`config.mk`:
```
export PLATFORM = sky130hd
export DESIGN_NAME = uurb_bank
export DESIGN_NICKNAME = d
export VERILOG_FILES = /design/src/uurb_pkg.sv /design/src/uurb_err_accum.sv /design/src/uurb_chan_regs.sv /design/src/uurb_bank.sv
export VERILOG_INCLUDE_DIRS = /design/src
export SDC_FILE = /design/constraint.sdc
export NUM_CORES = 2
export LEC_CHECK = 0
export BUFFER_PORTS_ARGS = -buffer_cell sky130_fd_sc_hd__buf_2
export CAP_MARGIN = 20
export CELL_PAD_IN_SITES_DETAIL_PLACEMENT = 1
export CELL_PAD_IN_SITES_GLOBAL_PLACEMENT = 1
export CORE_ASPECT_RATIO = 0.7
export CORE_UTILIZATION = 45
export DETAILED_ROUTE_END_ITERATION = 12
export PLACE_DENSITY = 0.89
export SETUP_SLACK_MARGIN = 0.4
export SLEW_MARGIN = 20
export SYNTH_ARGS = -nofsm -noshare
export SYNTH_HDL_FRONTEND = slang
export SYNTH_SLANG_ARGS = --single-unit
export TNS_END_PERCENT = 1
```
`constraint.sdc`:
```
create_clock -name sys_clk -period 5.4 [get_ports sys_clk]
set_input_delay 0 -clock sys_clk [delete_from_list [all_inputs] [get_ports sys_clk]]
set_output_delay 0 -clock sys_clk [all_outputs]
set_load 0.01 [all_outputs]
```
`src/uurb_params.svh`:
```
// timing-free constants for the channel register bank
// Behaviour
// - Every bank register except revision and link status is reached by the vendor register requests.
// - Revision is only read by its own request and link status only by its own set and get requests.
// - Each register is 16 bits wide and moves as one 16-bit value per access.
// - The upper byte of byte registers and every fixed-zero position is reserved.
// - In the enable register bit 1 enables the receiver, bit 0 the transmitter, both zero at reset.
// - The error register gathers four line error events since its last read, and a read clears them; break status is shown live.
// - Register address travels in index low byte, channel in index high byte, 0 for the first UART and 2 for the second.
`ifndef UURB_PARAMS_SVH
`define UURB_PARAMS_SVH
`define UURB_RT_VWR 8'h41
`define UURB_RT_VRD 8'hC1
`define UURB_RT_DEV_IN 8'hC0
`define UURB_RT_DEV_OUT 8'h40
`define UURB_RQ_VENDOR 8'h00
`define UURB_IX_REV 16'h0260
`define UURB_IX_LINK 16'h0262
`define UURB_CH_A 8'h00
`define UURB_CH_B 8'h02
`define UURB_LINK_MASK 16'h3F3F
`define UURB_A_ENABLE 8'h00
`define UURB_A_FLOW 8'h06
`define UURB_A_XON 8'h07
`define UURB_A_XOFF 8'h08
`define UURB_A_ERR 8'h09
`define UURB_A_BREAK 8'h0A
`define UURB_A_XCVR 8'h0B
`define UURB_A_PMODE 8'h0C
`define UURB_A_PDIR 8'h0D
`define UURB_A_PSET 8'h0E
`define UURB_A_PCLR 8'h0F
`define UURB_A_PLVL 8'h10
`define UURB_A_PIMSK 8'h11
`define UURB_A_CEVT 8'h12
`define UURB_A_POD 8'h13
`define UURB_A_PUP 8'h14
`define UURB_A_PDN 8'h15
`define UURB_A_LOOP 8'h16
`define UURB_A_IR 8'h17
`define UURB_A_CKDIV 8'h18
`define UURB_A_WAKE 8'h1F
`define UURB_A_TXFL 8'h40
`define UURB_A_TXCNT 8'h41
`define UURB_A_TXWIDE 8'h42
`define UURB_A_RXFL 8'h43
`define UURB_A_RXCNT 8'h44
`define UURB_A_RXWIDE 8'h45
`define UURB_A_LOWLAT 8'h46
`define UURB_A_RXTHR 8'h47
`define UURB_A_DRV 8'h60
`define UURB_A_SLPLV 8'h6A
`define UURB_A_SLPOV 8'h6B
`define UURB_NSLOT 26
`define UURB_RST_XON 16'h0011
`define UURB_RST_XOFF 16'h0013
`define UURB_RST_ZERO 16'h0000
`define UURB_REV_DEFAULT 16'h0001
`endif

```
`src/uurb_pkg.sv`:
```
// types shared by the channel register bank
package uurb_pkg;
	typedef struct packed {
		logic valid;
		logic [7:0] rtype;
		logic [7:0] code;
		logic [15:0] value;
		logic [15:0] index;
	} uurb_req_t;
	typedef struct packed {
		logic valid;
		logic ack;
		logic [15:0] data;
	} uurb_rsp_t;
	typedef struct packed {
		logic [9:0] tx_cnt;
		logic [9:0] rx_cnt;
		logic [11:0] pin_level;
		logic [3:0] err_ev;
		logic break_live;
	} uurb_line_t;
	typedef struct packed {
		logic tx_en;
		logic rx_en;
		logic half_duplex;
		logic [2:0] flow_mode;
		logic [7:0] xon;
		logic [7:0] xoff;
		logic [15:0] break_len;
		logic [9:0] pin_out;
		logic [9:0] pin_dir;
		logic [15:0] clk_div;
		logic [2:0] tx_flush;
		logic [2:0] rx_flush;
		logic [9:0] rx_thresh;
	} uurb_ctrl_t;
	typedef enum logic [2:0] {
		UURB_K_NONE, UURB_K_VWR, UURB_K_VRD, UURB_K_REV, UURB_K_LWR,
		UURB_K_LRD
	} uurb_kind_t;
endpackage

```
`src/uurb_err_accum.sv`:
```
// sticky line error flags with clear on read
`timescale 1ns/1ps
`include "uurb_params.svh"
module uurb_err_accum (
	input wire logic sys_clk,
	input wire logic rst_b,
	input wire logic [3:0] err_ev,
	input wire logic break_live,
	input wire logic rd_clr,
	output logic [15:0] rd_val
);
	logic [3:0] sticky_reg;
	logic [3:0] sticky_next;

	// a new event in the clearing cycle survives
	always_comb begin
		sticky_next = sticky_reg;
		if (rd_clr) begin
			sticky_next = 4'h0;
		end
		sticky_next = sticky_next | err_ev;
	end

	always_ff @(posedge sys_clk) begin
		if (!rst_b) begin
			sticky_reg <= 4'h0;
		end else begin
			sticky_reg <= sticky_next;
		end
	end

	// break status is live, the rest historical; low bits reserved
	assign rd_val = {8'h00, break_live, sticky_reg, 3'h0};
endmodule

```
`src/uurb_chan_regs.sv`:
```
// register set of one UART channel
`timescale 1ns/1ps
`include "uurb_params.svh"
module uurb_chan_regs (
	input wire logic sys_clk,
	input wire logic rst_b,
	input wire logic wr_pulse,
	input wire logic rd_pulse,
	input wire logic [7:0] addr,
	input wire logic [15:0] wdata,
	input wire uurb_pkg::uurb_line_t line,
	output logic [15:0] rdata,
	output uurb_pkg::uurb_ctrl_t ctrl
);
	// slot number of a storage register, or NSLOT when none
	function automatic logic [4:0] slot_of(input logic [7:0] a);
		case (a)
			`UURB_A_ENABLE: slot_of = 5'd0;
			`UURB_A_FLOW: slot_of = 5'd1;
			`UURB_A_XON: slot_of = 5'd2;
			`UURB_A_XOFF: slot_of = 5'd3;
			`UURB_A_BREAK: slot_of = 5'd4;
			`UURB_A_XCVR: slot_of = 5'd5;
			`UURB_A_PMODE: slot_of = 5'd6;
			`UURB_A_PDIR: slot_of = 5'd7;
			`UURB_A_PIMSK: slot_of = 5'd8;
			`UURB_A_CEVT: slot_of = 5'd9;
			`UURB_A_POD: slot_of = 5'd10;
			`UURB_A_PUP: slot_of = 5'd11;
			`UURB_A_PDN: slot_of = 5'd12;
			`UURB_A_LOOP: slot_of = 5'd13;
			`UURB_A_IR: slot_of = 5'd14;
			`UURB_A_CKDIV: slot_of = 5'd15;
			`UURB_A_WAKE: slot_of = 5'd16;
			`UURB_A_TXFL: slot_of = 5'd17;
			`UURB_A_TXWIDE: slot_of = 5'd18;
			`UURB_A_RXFL: slot_of = 5'd19;
			`UURB_A_RXWIDE: slot_of = 5'd20;
			`UURB_A_LOWLAT: slot_of = 5'd21;
			`UURB_A_RXTHR: slot_of = 5'd22;
			`UURB_A_DRV: slot_of = 5'd23;
			`UURB_A_SLPLV: slot_of = 5'd24;
			`UURB_A_SLPOV: slot_of = 5'd25;
			default: slot_of = 5'(`UURB_NSLOT);
		endcase
	endfunction

	// implemented bits of each slot, by slot number
	function automatic logic [15:0] mask_of(input logic [4:0] s);
		case (s)
			5'd0: mask_of = 16'h0003;
			5'd1: mask_of = 16'h000F;
			5'd2, 5'd3: mask_of = 16'h00FF;
			5'd4, 5'd15: mask_of = 16'hFFFF;
			5'd5: mask_of = 16'h000F;
			5'd6, 5'd7, 5'd22: mask_of = 16'h03FF;
			5'd8, 5'd11, 5'd12: mask_of = 16'h07FF;
			5'd9: mask_of = 16'h0003;
			5'd10: mask_of = 16'h0BFF;
			5'd13, 5'd14, 5'd17, 5'd19: mask_of = 16'h0007;
			5'd16: mask_of = 16'h000C;
			5'd18, 5'd20, 5'd21, 5'd23: mask_of = 16'h0001;
			5'd24: mask_of = 16'h3CCF;
			5'd25: mask_of = 16'hBCCF;
			default: mask_of = 16'h0000;
		endcase
	endfunction

	logic [15:0] cfg_reg [`UURB_NSLOT];
	logic [15:0] cfg_next [`UURB_NSLOT];
	logic [9:0] pin_out_reg;
	logic [9:0] pin_out_next;
	logic [4:0] slot;
	logic [15:0] err_val;

	assign slot = slot_of(addr);

	uurb_err_accum u_err (
		.sys_clk(sys_clk),
		.rst_b(rst_b),
		.err_ev(line.err_ev),
		.break_live(line.break_live),
		.rd_clr(rd_pulse && addr == `UURB_A_ERR),
		.rd_val(err_val)
	);

	// storage update; reserved positions never hold a one
	always_comb begin
		for (int i = 0; i < `UURB_NSLOT; i++) begin
			cfg_next[i] = cfg_reg[i];
		end
		pin_out_next = pin_out_reg;
		if (wr_pulse && slot != 5'(`UURB_NSLOT)) begin
			cfg_next[slot] = wdata & mask_of(slot);
		end
		if (wr_pulse && addr == `UURB_A_PSET) begin
			pin_out_next = pin_out_reg | wdata[9:0];
		end
		if (wr_pulse && addr == `UURB_A_PCLR) begin
			pin_out_next = pin_out_reg & ~wdata[9:0];
		end
	end

	// character defaults differ from zero, all else clears
	generate
		for (genvar g = 0; g < `UURB_NSLOT; g++) begin : g_slot
			always_ff @(posedge sys_clk) begin
				if (!rst_b) begin
					if (g == 2) begin
						cfg_reg[g] <= `UURB_RST_XON;
					end else if (g == 3) begin
						cfg_reg[g] <= `UURB_RST_XOFF;
					end else begin
						cfg_reg[g] <= `UURB_RST_ZERO;
					end
				end else begin
					cfg_reg[g] <= cfg_next[g];
				end
			end
		end
	endgenerate

	always_ff @(posedge sys_clk) begin
		if (!rst_b) begin
			pin_out_reg <= 10'h000;
		end else begin
			pin_out_reg <= pin_out_next;
		end
	end

	// read mux; write-only and unknown addresses give zero
	always_comb begin
		case (addr)
			`UURB_A_ERR: rdata = err_val;
			`UURB_A_PLVL: rdata = {4'h0, line.pin_level};
			`UURB_A_TXCNT: rdata = {6'h00, line.tx_cnt};
			`UURB_A_RXCNT: rdata = {6'h00, line.rx_cnt};
			default: begin
				if (slot != 5'(`UURB_NSLOT)) begin
					rdata = cfg_reg[slot];
				end else begin
					rdata = 16'h0000;
				end
			end
		endcase
	end

	// control view for the UART datapath
	assign ctrl.tx_en = cfg_reg[0][0];
	assign ctrl.rx_en = cfg_reg[0][1];
	assign ctrl.half_duplex = cfg_reg[1][3];
	assign ctrl.flow_mode = cfg_reg[1][2:0];
	assign ctrl.xon = cfg_reg[2][7:0];
	assign ctrl.xoff = cfg_reg[3][7:0];
	assign ctrl.break_len = cfg_reg[4];
	assign ctrl.pin_out = pin_out_reg;
	assign ctrl.pin_dir = cfg_reg[7][9:0];
	assign ctrl.clk_div = cfg_reg[15];
	assign ctrl.tx_flush = cfg_reg[17][2:0];
	assign ctrl.rx_flush = cfg_reg[19][2:0];
	assign ctrl.rx_thresh = cfg_reg[22][9:0];
endmodule

```
`src/uurb_bank.sv`:
```
// two-channel register bank behind the vendor control requests
`timescale 1ns/1ps
`include "uurb_params.svh"
module uurb_bank #(
	// revision value; arbitrary
	parameter logic [15:0] REV_VALUE = `UURB_REV_DEFAULT
) (
	input wire logic sys_clk,
	input wire logic rst_b,
	input wire uurb_pkg::uurb_req_t req,
	input wire uurb_pkg::uurb_line_t line [2],
	output uurb_pkg::uurb_rsp_t rsp,
	output logic [15:0] link_status,
	output uurb_pkg::uurb_ctrl_t ctrl [2]
);
	////////////////////////////////////////////////////////////////////
	// request decoding

	// classify a setup packet; dedicated indexes win for device requests
	function automatic uurb_pkg::uurb_kind_t kind_of(
		input uurb_pkg::uurb_req_t r);
		kind_of = uurb_pkg::UURB_K_NONE;
		if (r.valid && r.code == `UURB_RQ_VENDOR) begin
			case (r.rtype)
				`UURB_RT_VWR: kind_of = uurb_pkg::UURB_K_VWR;
				`UURB_RT_VRD: kind_of = uurb_pkg::UURB_K_VRD;
				`UURB_RT_DEV_IN: begin
					if (r.index == `UURB_IX_REV) begin
						kind_of = uurb_pkg::UURB_K_REV;
					end else if (r.index == `UURB_IX_LINK) begin
						kind_of = uurb_pkg::UURB_K_LRD;
					end
				end
				`UURB_RT_DEV_OUT: begin
					if (r.index == `UURB_IX_LINK) begin
						kind_of = uurb_pkg::UURB_K_LWR;
					end
				end
				default: kind_of = uurb_pkg::UURB_K_NONE;
			endcase
		end
	endfunction

	uurb_pkg::uurb_kind_t kind;
	logic [1:0] ch_hit;
	logic [1:0] ch_wr;
	logic [1:0] ch_rd;
	logic [15:0] ch_rdata [2];

	assign kind = kind_of(req);

	// channel from index high byte; any other code hits nothing
	assign ch_hit[0] = req.index[15:8] == `UURB_CH_A;
	assign ch_hit[1] = req.index[15:8] == `UURB_CH_B;
	assign ch_wr = (kind == uurb_pkg::UURB_K_VWR) ? ch_hit : 2'b00;
	assign ch_rd = (kind == uurb_pkg::UURB_K_VRD) ? ch_hit : 2'b00;

	////////////////////////////////////////////////////////////////////
	// channel register sets

	generate
		for (genvar c = 0; c < 2; c++) begin : g_ch
			uurb_chan_regs u_regs (
				.sys_clk(sys_clk),
				.rst_b(rst_b),
				.wr_pulse(ch_wr[c]),
				.rd_pulse(ch_rd[c]),
				.addr(req.index[7:0]),
				.wdata(req.value),
				.line(line[c]),
				.rdata(ch_rdata[c]),
				.ctrl(ctrl[c])
			);
		end
	endgenerate

	////////////////////////////////////////////////////////////////////
	// answer and link status

	uurb_pkg::uurb_rsp_t rsp_reg;
	uurb_pkg::uurb_rsp_t rsp_next;
	logic [15:0] link_reg;
	logic [15:0] link_next;

	// one answer per request, the cycle after it; unknown ones are nacked
	always_comb begin
		rsp_next = '0;
		link_next = link_reg;
		rsp_next.valid = req.valid;
		case (kind)
			uurb_pkg::UURB_K_VWR: begin
				rsp_next.ack = 1'b1;
			end
			uurb_pkg::UURB_K_VRD: begin
				rsp_next.ack = 1'b1;
				if (ch_hit[0]) begin
					rsp_next.data = ch_rdata[0];
				end else if (ch_hit[1]) begin
					rsp_next.data = ch_rdata[1];
				end else begin
					rsp_next.data = 16'h0000;
				end
			end
			uurb_pkg::UURB_K_REV: begin
				rsp_next.ack = 1'b1;
				rsp_next.data = REV_VALUE;
			end
			uurb_pkg::UURB_K_LWR: begin
				rsp_next.ack = 1'b1;
				link_next = req.value & `UURB_LINK_MASK;
			end
			uurb_pkg::UURB_K_LRD: begin
				rsp_next.ack = 1'b1;
				rsp_next.data = link_reg;
			end
			default: begin
				rsp_next.ack = 1'b0;
			end
		endcase
	end

	always_ff @(posedge sys_clk) begin
		if (!rst_b) begin
			rsp_reg <= '0;
			link_reg <= 16'h0000;
		end else begin
			rsp_reg <= rsp_next;
			link_reg <= link_next;
		end
	end

	assign rsp = rsp_reg;
	assign link_status = link_reg;
endmodule

```
==> impl_metrics.py <==
metrics = {
    "synthesis": {
        "synth_top_area_share_pct": 43.73,
        "synthArstFlopShare_pct": 0,
        "syn_area_per_cell_um2": 8.014,
        "yosys.area.top_type": "dfxtp_1",
        "ys_types": 94,
        "yosysSeqAreaShare_pct": 43.73,
        "synth_seq_cells": 890,
        "synth_edf_count": 0,
        "syn-cell-area_mm2": 0.04074,
        "synth_area_leaders": "dfxtp_1, nand2_1, a21boi_0",
        "synth_flop_cell": "dfxtp_1",
        "synthCells": 5084,
        "yosys_warnings": 0,
    },
    "clock_tree": {
        "clk_latency_ps": 730,
        "clk_transition_reported_paths_ps": 90,
        "post_cts_resize_count": 0,
        "clock-root-buffer": "clkbuf_16",
        "cts_buffer_depth": 3,
        "numCtsBuffers": 87,
        "clock-sinks": 890,
        "tritoncts": "done",
        "h-tree-depth": 3,
    },
    "critical_path": {
        "reg2reg_from": "g_ch[0].u_regs.cfg_reg[22][7]",
        "cpPeakStageDelay_ps": 1030,
        "cp_num_buf_inv": 4,
        "crit_type": "in -> reg",
        "timing.critical_path.fanout_max": 47,
        "cp_data_arrival_time_ps": 5320,
        "crit_family": "compound AO/OA/AOI/OAI gates",
        "crit_path_end_kind": "flip-flop",
        "cp_slowest_cell": "o32ai_1",
        "start_kind": "input port",
        "cp.required_ps": 6010,
        "r2r-end": "rsp[7]",
        "rrSetupSlack_ps": 2620,
        "crit_chain": "buf_2 > inv_1 > ha_1 > nand4b_1 > o21ai_1 > a22oi_2 > buf_4 > buf_4 > nand2_1 > nand3_1 > nand3_1 > a32o_1 > o32ai_1 > nor3b_1",
        "rr_worst_depth": 6,
    },
    "flow_run": {
        "cap_viol_max_count": 0,
    },
    "die": {
        "ios": 339,
        "fp.dieW_um": 361.6,
        "rows": 91,
        "coreArea_mm2": 0.08881,
        "dieArea_mm2": 0.09176,
        "die_h_um": 253.7,
        "start_util_pct": 45.87,
    },
    "drt": {
        "dr_total_vias": 42127,
        "route.met2.wl_um": 83430,
        "wl_met1_um": 71830,
        "drt_wl_total_um": 196500,
        "dr.pass1.iters": 10,
        "drt_iter0_markers": 5801,
        "drcViolationCount": 0,
        "top_layer": "met5",
        "ant_nets": 0,
        "wl_per_cell_um": 30.38,
        "drt-vias-per-instance": 6.512,
        "wl_met3_um": 24470,
    },
    "hold_path": {
        "hold_depth": 6,
        "holdCritPathClass": "in -> reg",
        "min_from": "req[41]",
        "hold_path_end": "rsp[16]",
    },
    "timing": {
        "max_freq_mhz": 212.3,
        "worst_slew_pin_slew_ps": 1286,
        "hold_viol_final": 0,
        "rsz0062_at_grt": "no",
        "skew_ps": 28.69,
        "period_minus_slack_ps": 4710,
        "fin_ws_ps": 690.2,
        "maxSlewHeadroom_pct": 13.68,
        "post-route-period-util_pct": 87.22,
        "setup_viol": 0,
        "drv_slew": 0,
        "tns_ps": 0,
    },
    "grt": {
        "grt_max_degree": 285,
        "grt_pass1_wl_um": 283300,
        "grt-ovfl-total": 0,
        "grt_pass1_vias": 42520,
        "grt_use_total_pct": 41.50,
        "antenna_found_initial": 14,
    },
    "placed_design": {
        "place_congestion": 1.005,
        "port_buffers": 334,
        "hpwl_um": 124300,
        "pre_cts_slack_ps": 589.0,
    },
    "final_layout": {
        "largest_reg_flops": 832,
        "nets": 5366,
        "final_layout_size_suffix_gt1_share_pct": 13.08,
        "syn_to_final_growth_pct": 13.89,
        "mostFrequentLayoutCell": "nand2_1",
        "layout_common_cells": "nand2_1, dfxtp_1, a21boi_0",
    },
    "power": {
        "p_int_uw": 10330,
        "p_leak_uw": 0.01818,
        "pwr-share-clk_pct": 46.3,
        "p_sw_uw": 3555,
        "switching_share_pct": 25.61,
        "p_per_area_mw_per_mm2": 299.2,
        "seqPwrFrac_pct": 47.3,
        "ir_drop_mv": 0.2342,
        "combPwrFrac_pct": 6.3,
        "finalPower_uw": 13880,
    },
    "status": {
        "status": "finished clean",
    },
}
==> area by class of cell <==
type	count	area [um^2]
Fill cell	10648	42410
Multi-Input combinational cell	3682	20510
Sequential cell	890	17820
Timing Repair Buffer	555	3666
Clock buffer	130	2530
Tap cell	1162	1454
Clock inverter	28	337.8
Inverter	13	63.81
Antenna cell	9	22.52
==> how the worst max path moves through the flow <==
stage               startpoint                             to  slack (ps)  cells past startpoint
CTS                     req[2]                         rsp[2]        1190                     14
finish                  req[2]                         rsp[7]         690                     14
detailed placement      req[2]                         rsp[7]         590                     14
global placement        req[2]                         rsp[7]         630                     14
global route            req[2]                         rsp[7]         750                     14
floorplan               req[0]  g_ch[1].u_regs.cfg_reg[2][10]        1600                     18
==> synthesized netlist by cell type, drive strengths merged, types with 9 or more instances <==
library cell  count
nand2          1566
dfxtp           890
a21boi          442
buf             265
and3            256
nand3           246
clkbuf          237
mux2i           200
nor2            156
nor2b           110
o21ai           108
a21oi           107
and2             92
nor3             38
a31oi            34
nand4            20
o22ai            20
a221oi           18
a22oi            18
o211ai           18
a32oi            16
a311oi           15
mux4             15
nor4             15
a211oi           14
or3              14
inv              13
o221ai           13
ha               12
nand2b           11
a2111oi           9
==> cells by family after synthesis <==
family                     share of synthesized area, %
muxes                                             5.853
and+or+nand+nor                                   28.04
adders and majority gates                        0.3685
DFF                                               43.73
buffers and inverters                             6.247
AOI/OAI and AO/OA                                 15.73
xor gates and xnor gates                        0.02150
other                                          0.009204
==> per-layer routing <==
| metal | track usage (%) | vias to the layer above |
|---|---|---|
| met5 | 1.007 | - |
| met4 | 29.75 | 14 |
| met3 | 14.91 | 1065 |
| met2 | 61.89 | 2963 |
| met1 | 49.44 | 20717 |
| li1 | - | 17368 |
==> through the flow <==
| step | util, % | std cells | hold slack (ps) | cell area (um^2) |
|---|---|---|---|---|
| 6_report | 52.25 | 6469 | 36.04 | 46400 |
| 5_1_grt | 52.23 | 6463 | 61.02 | 46390 |
| 4_1_cts | 52.22 | 6460 | 0.7363 | 46370 |
| 3_5_place_dp | 48.14 | 6227 | 228.6 | 42760 |
| 3_3_place_gp | 48.13 | 6227 | 223.6 | 42740 |
| 2_1_floorplan | - | 5087 | 121.7 | 40750 |
==> worst min-delay path: stages <==
cell and delay, ps:
buf_2 90, or3_4 140, o41ai_1 70, a21bo_2 290, inv_1 80, a21oi_1 60
==> power groups by stage <==
stage	registers (uW)	clock network (uW)	logic (uW)
3_5_place_dp	6720	0	775
3_3_place_gp	6720	0	769
5_1_grt	6570	6670	877
2_1_floorplan	6720	0	443
6_report	6570	6430	881
4_1_cts	6570	6360	811
==> timing repair <==
| item | CTS | global route |
|---|---|---|
| hold buffers | 75 | 0 |
| endpoints found under the hold margin | 174 | 0 |
| buffers inserted | 0 | 0 |
Note: power is estimated with default switching activity, not from simulation.
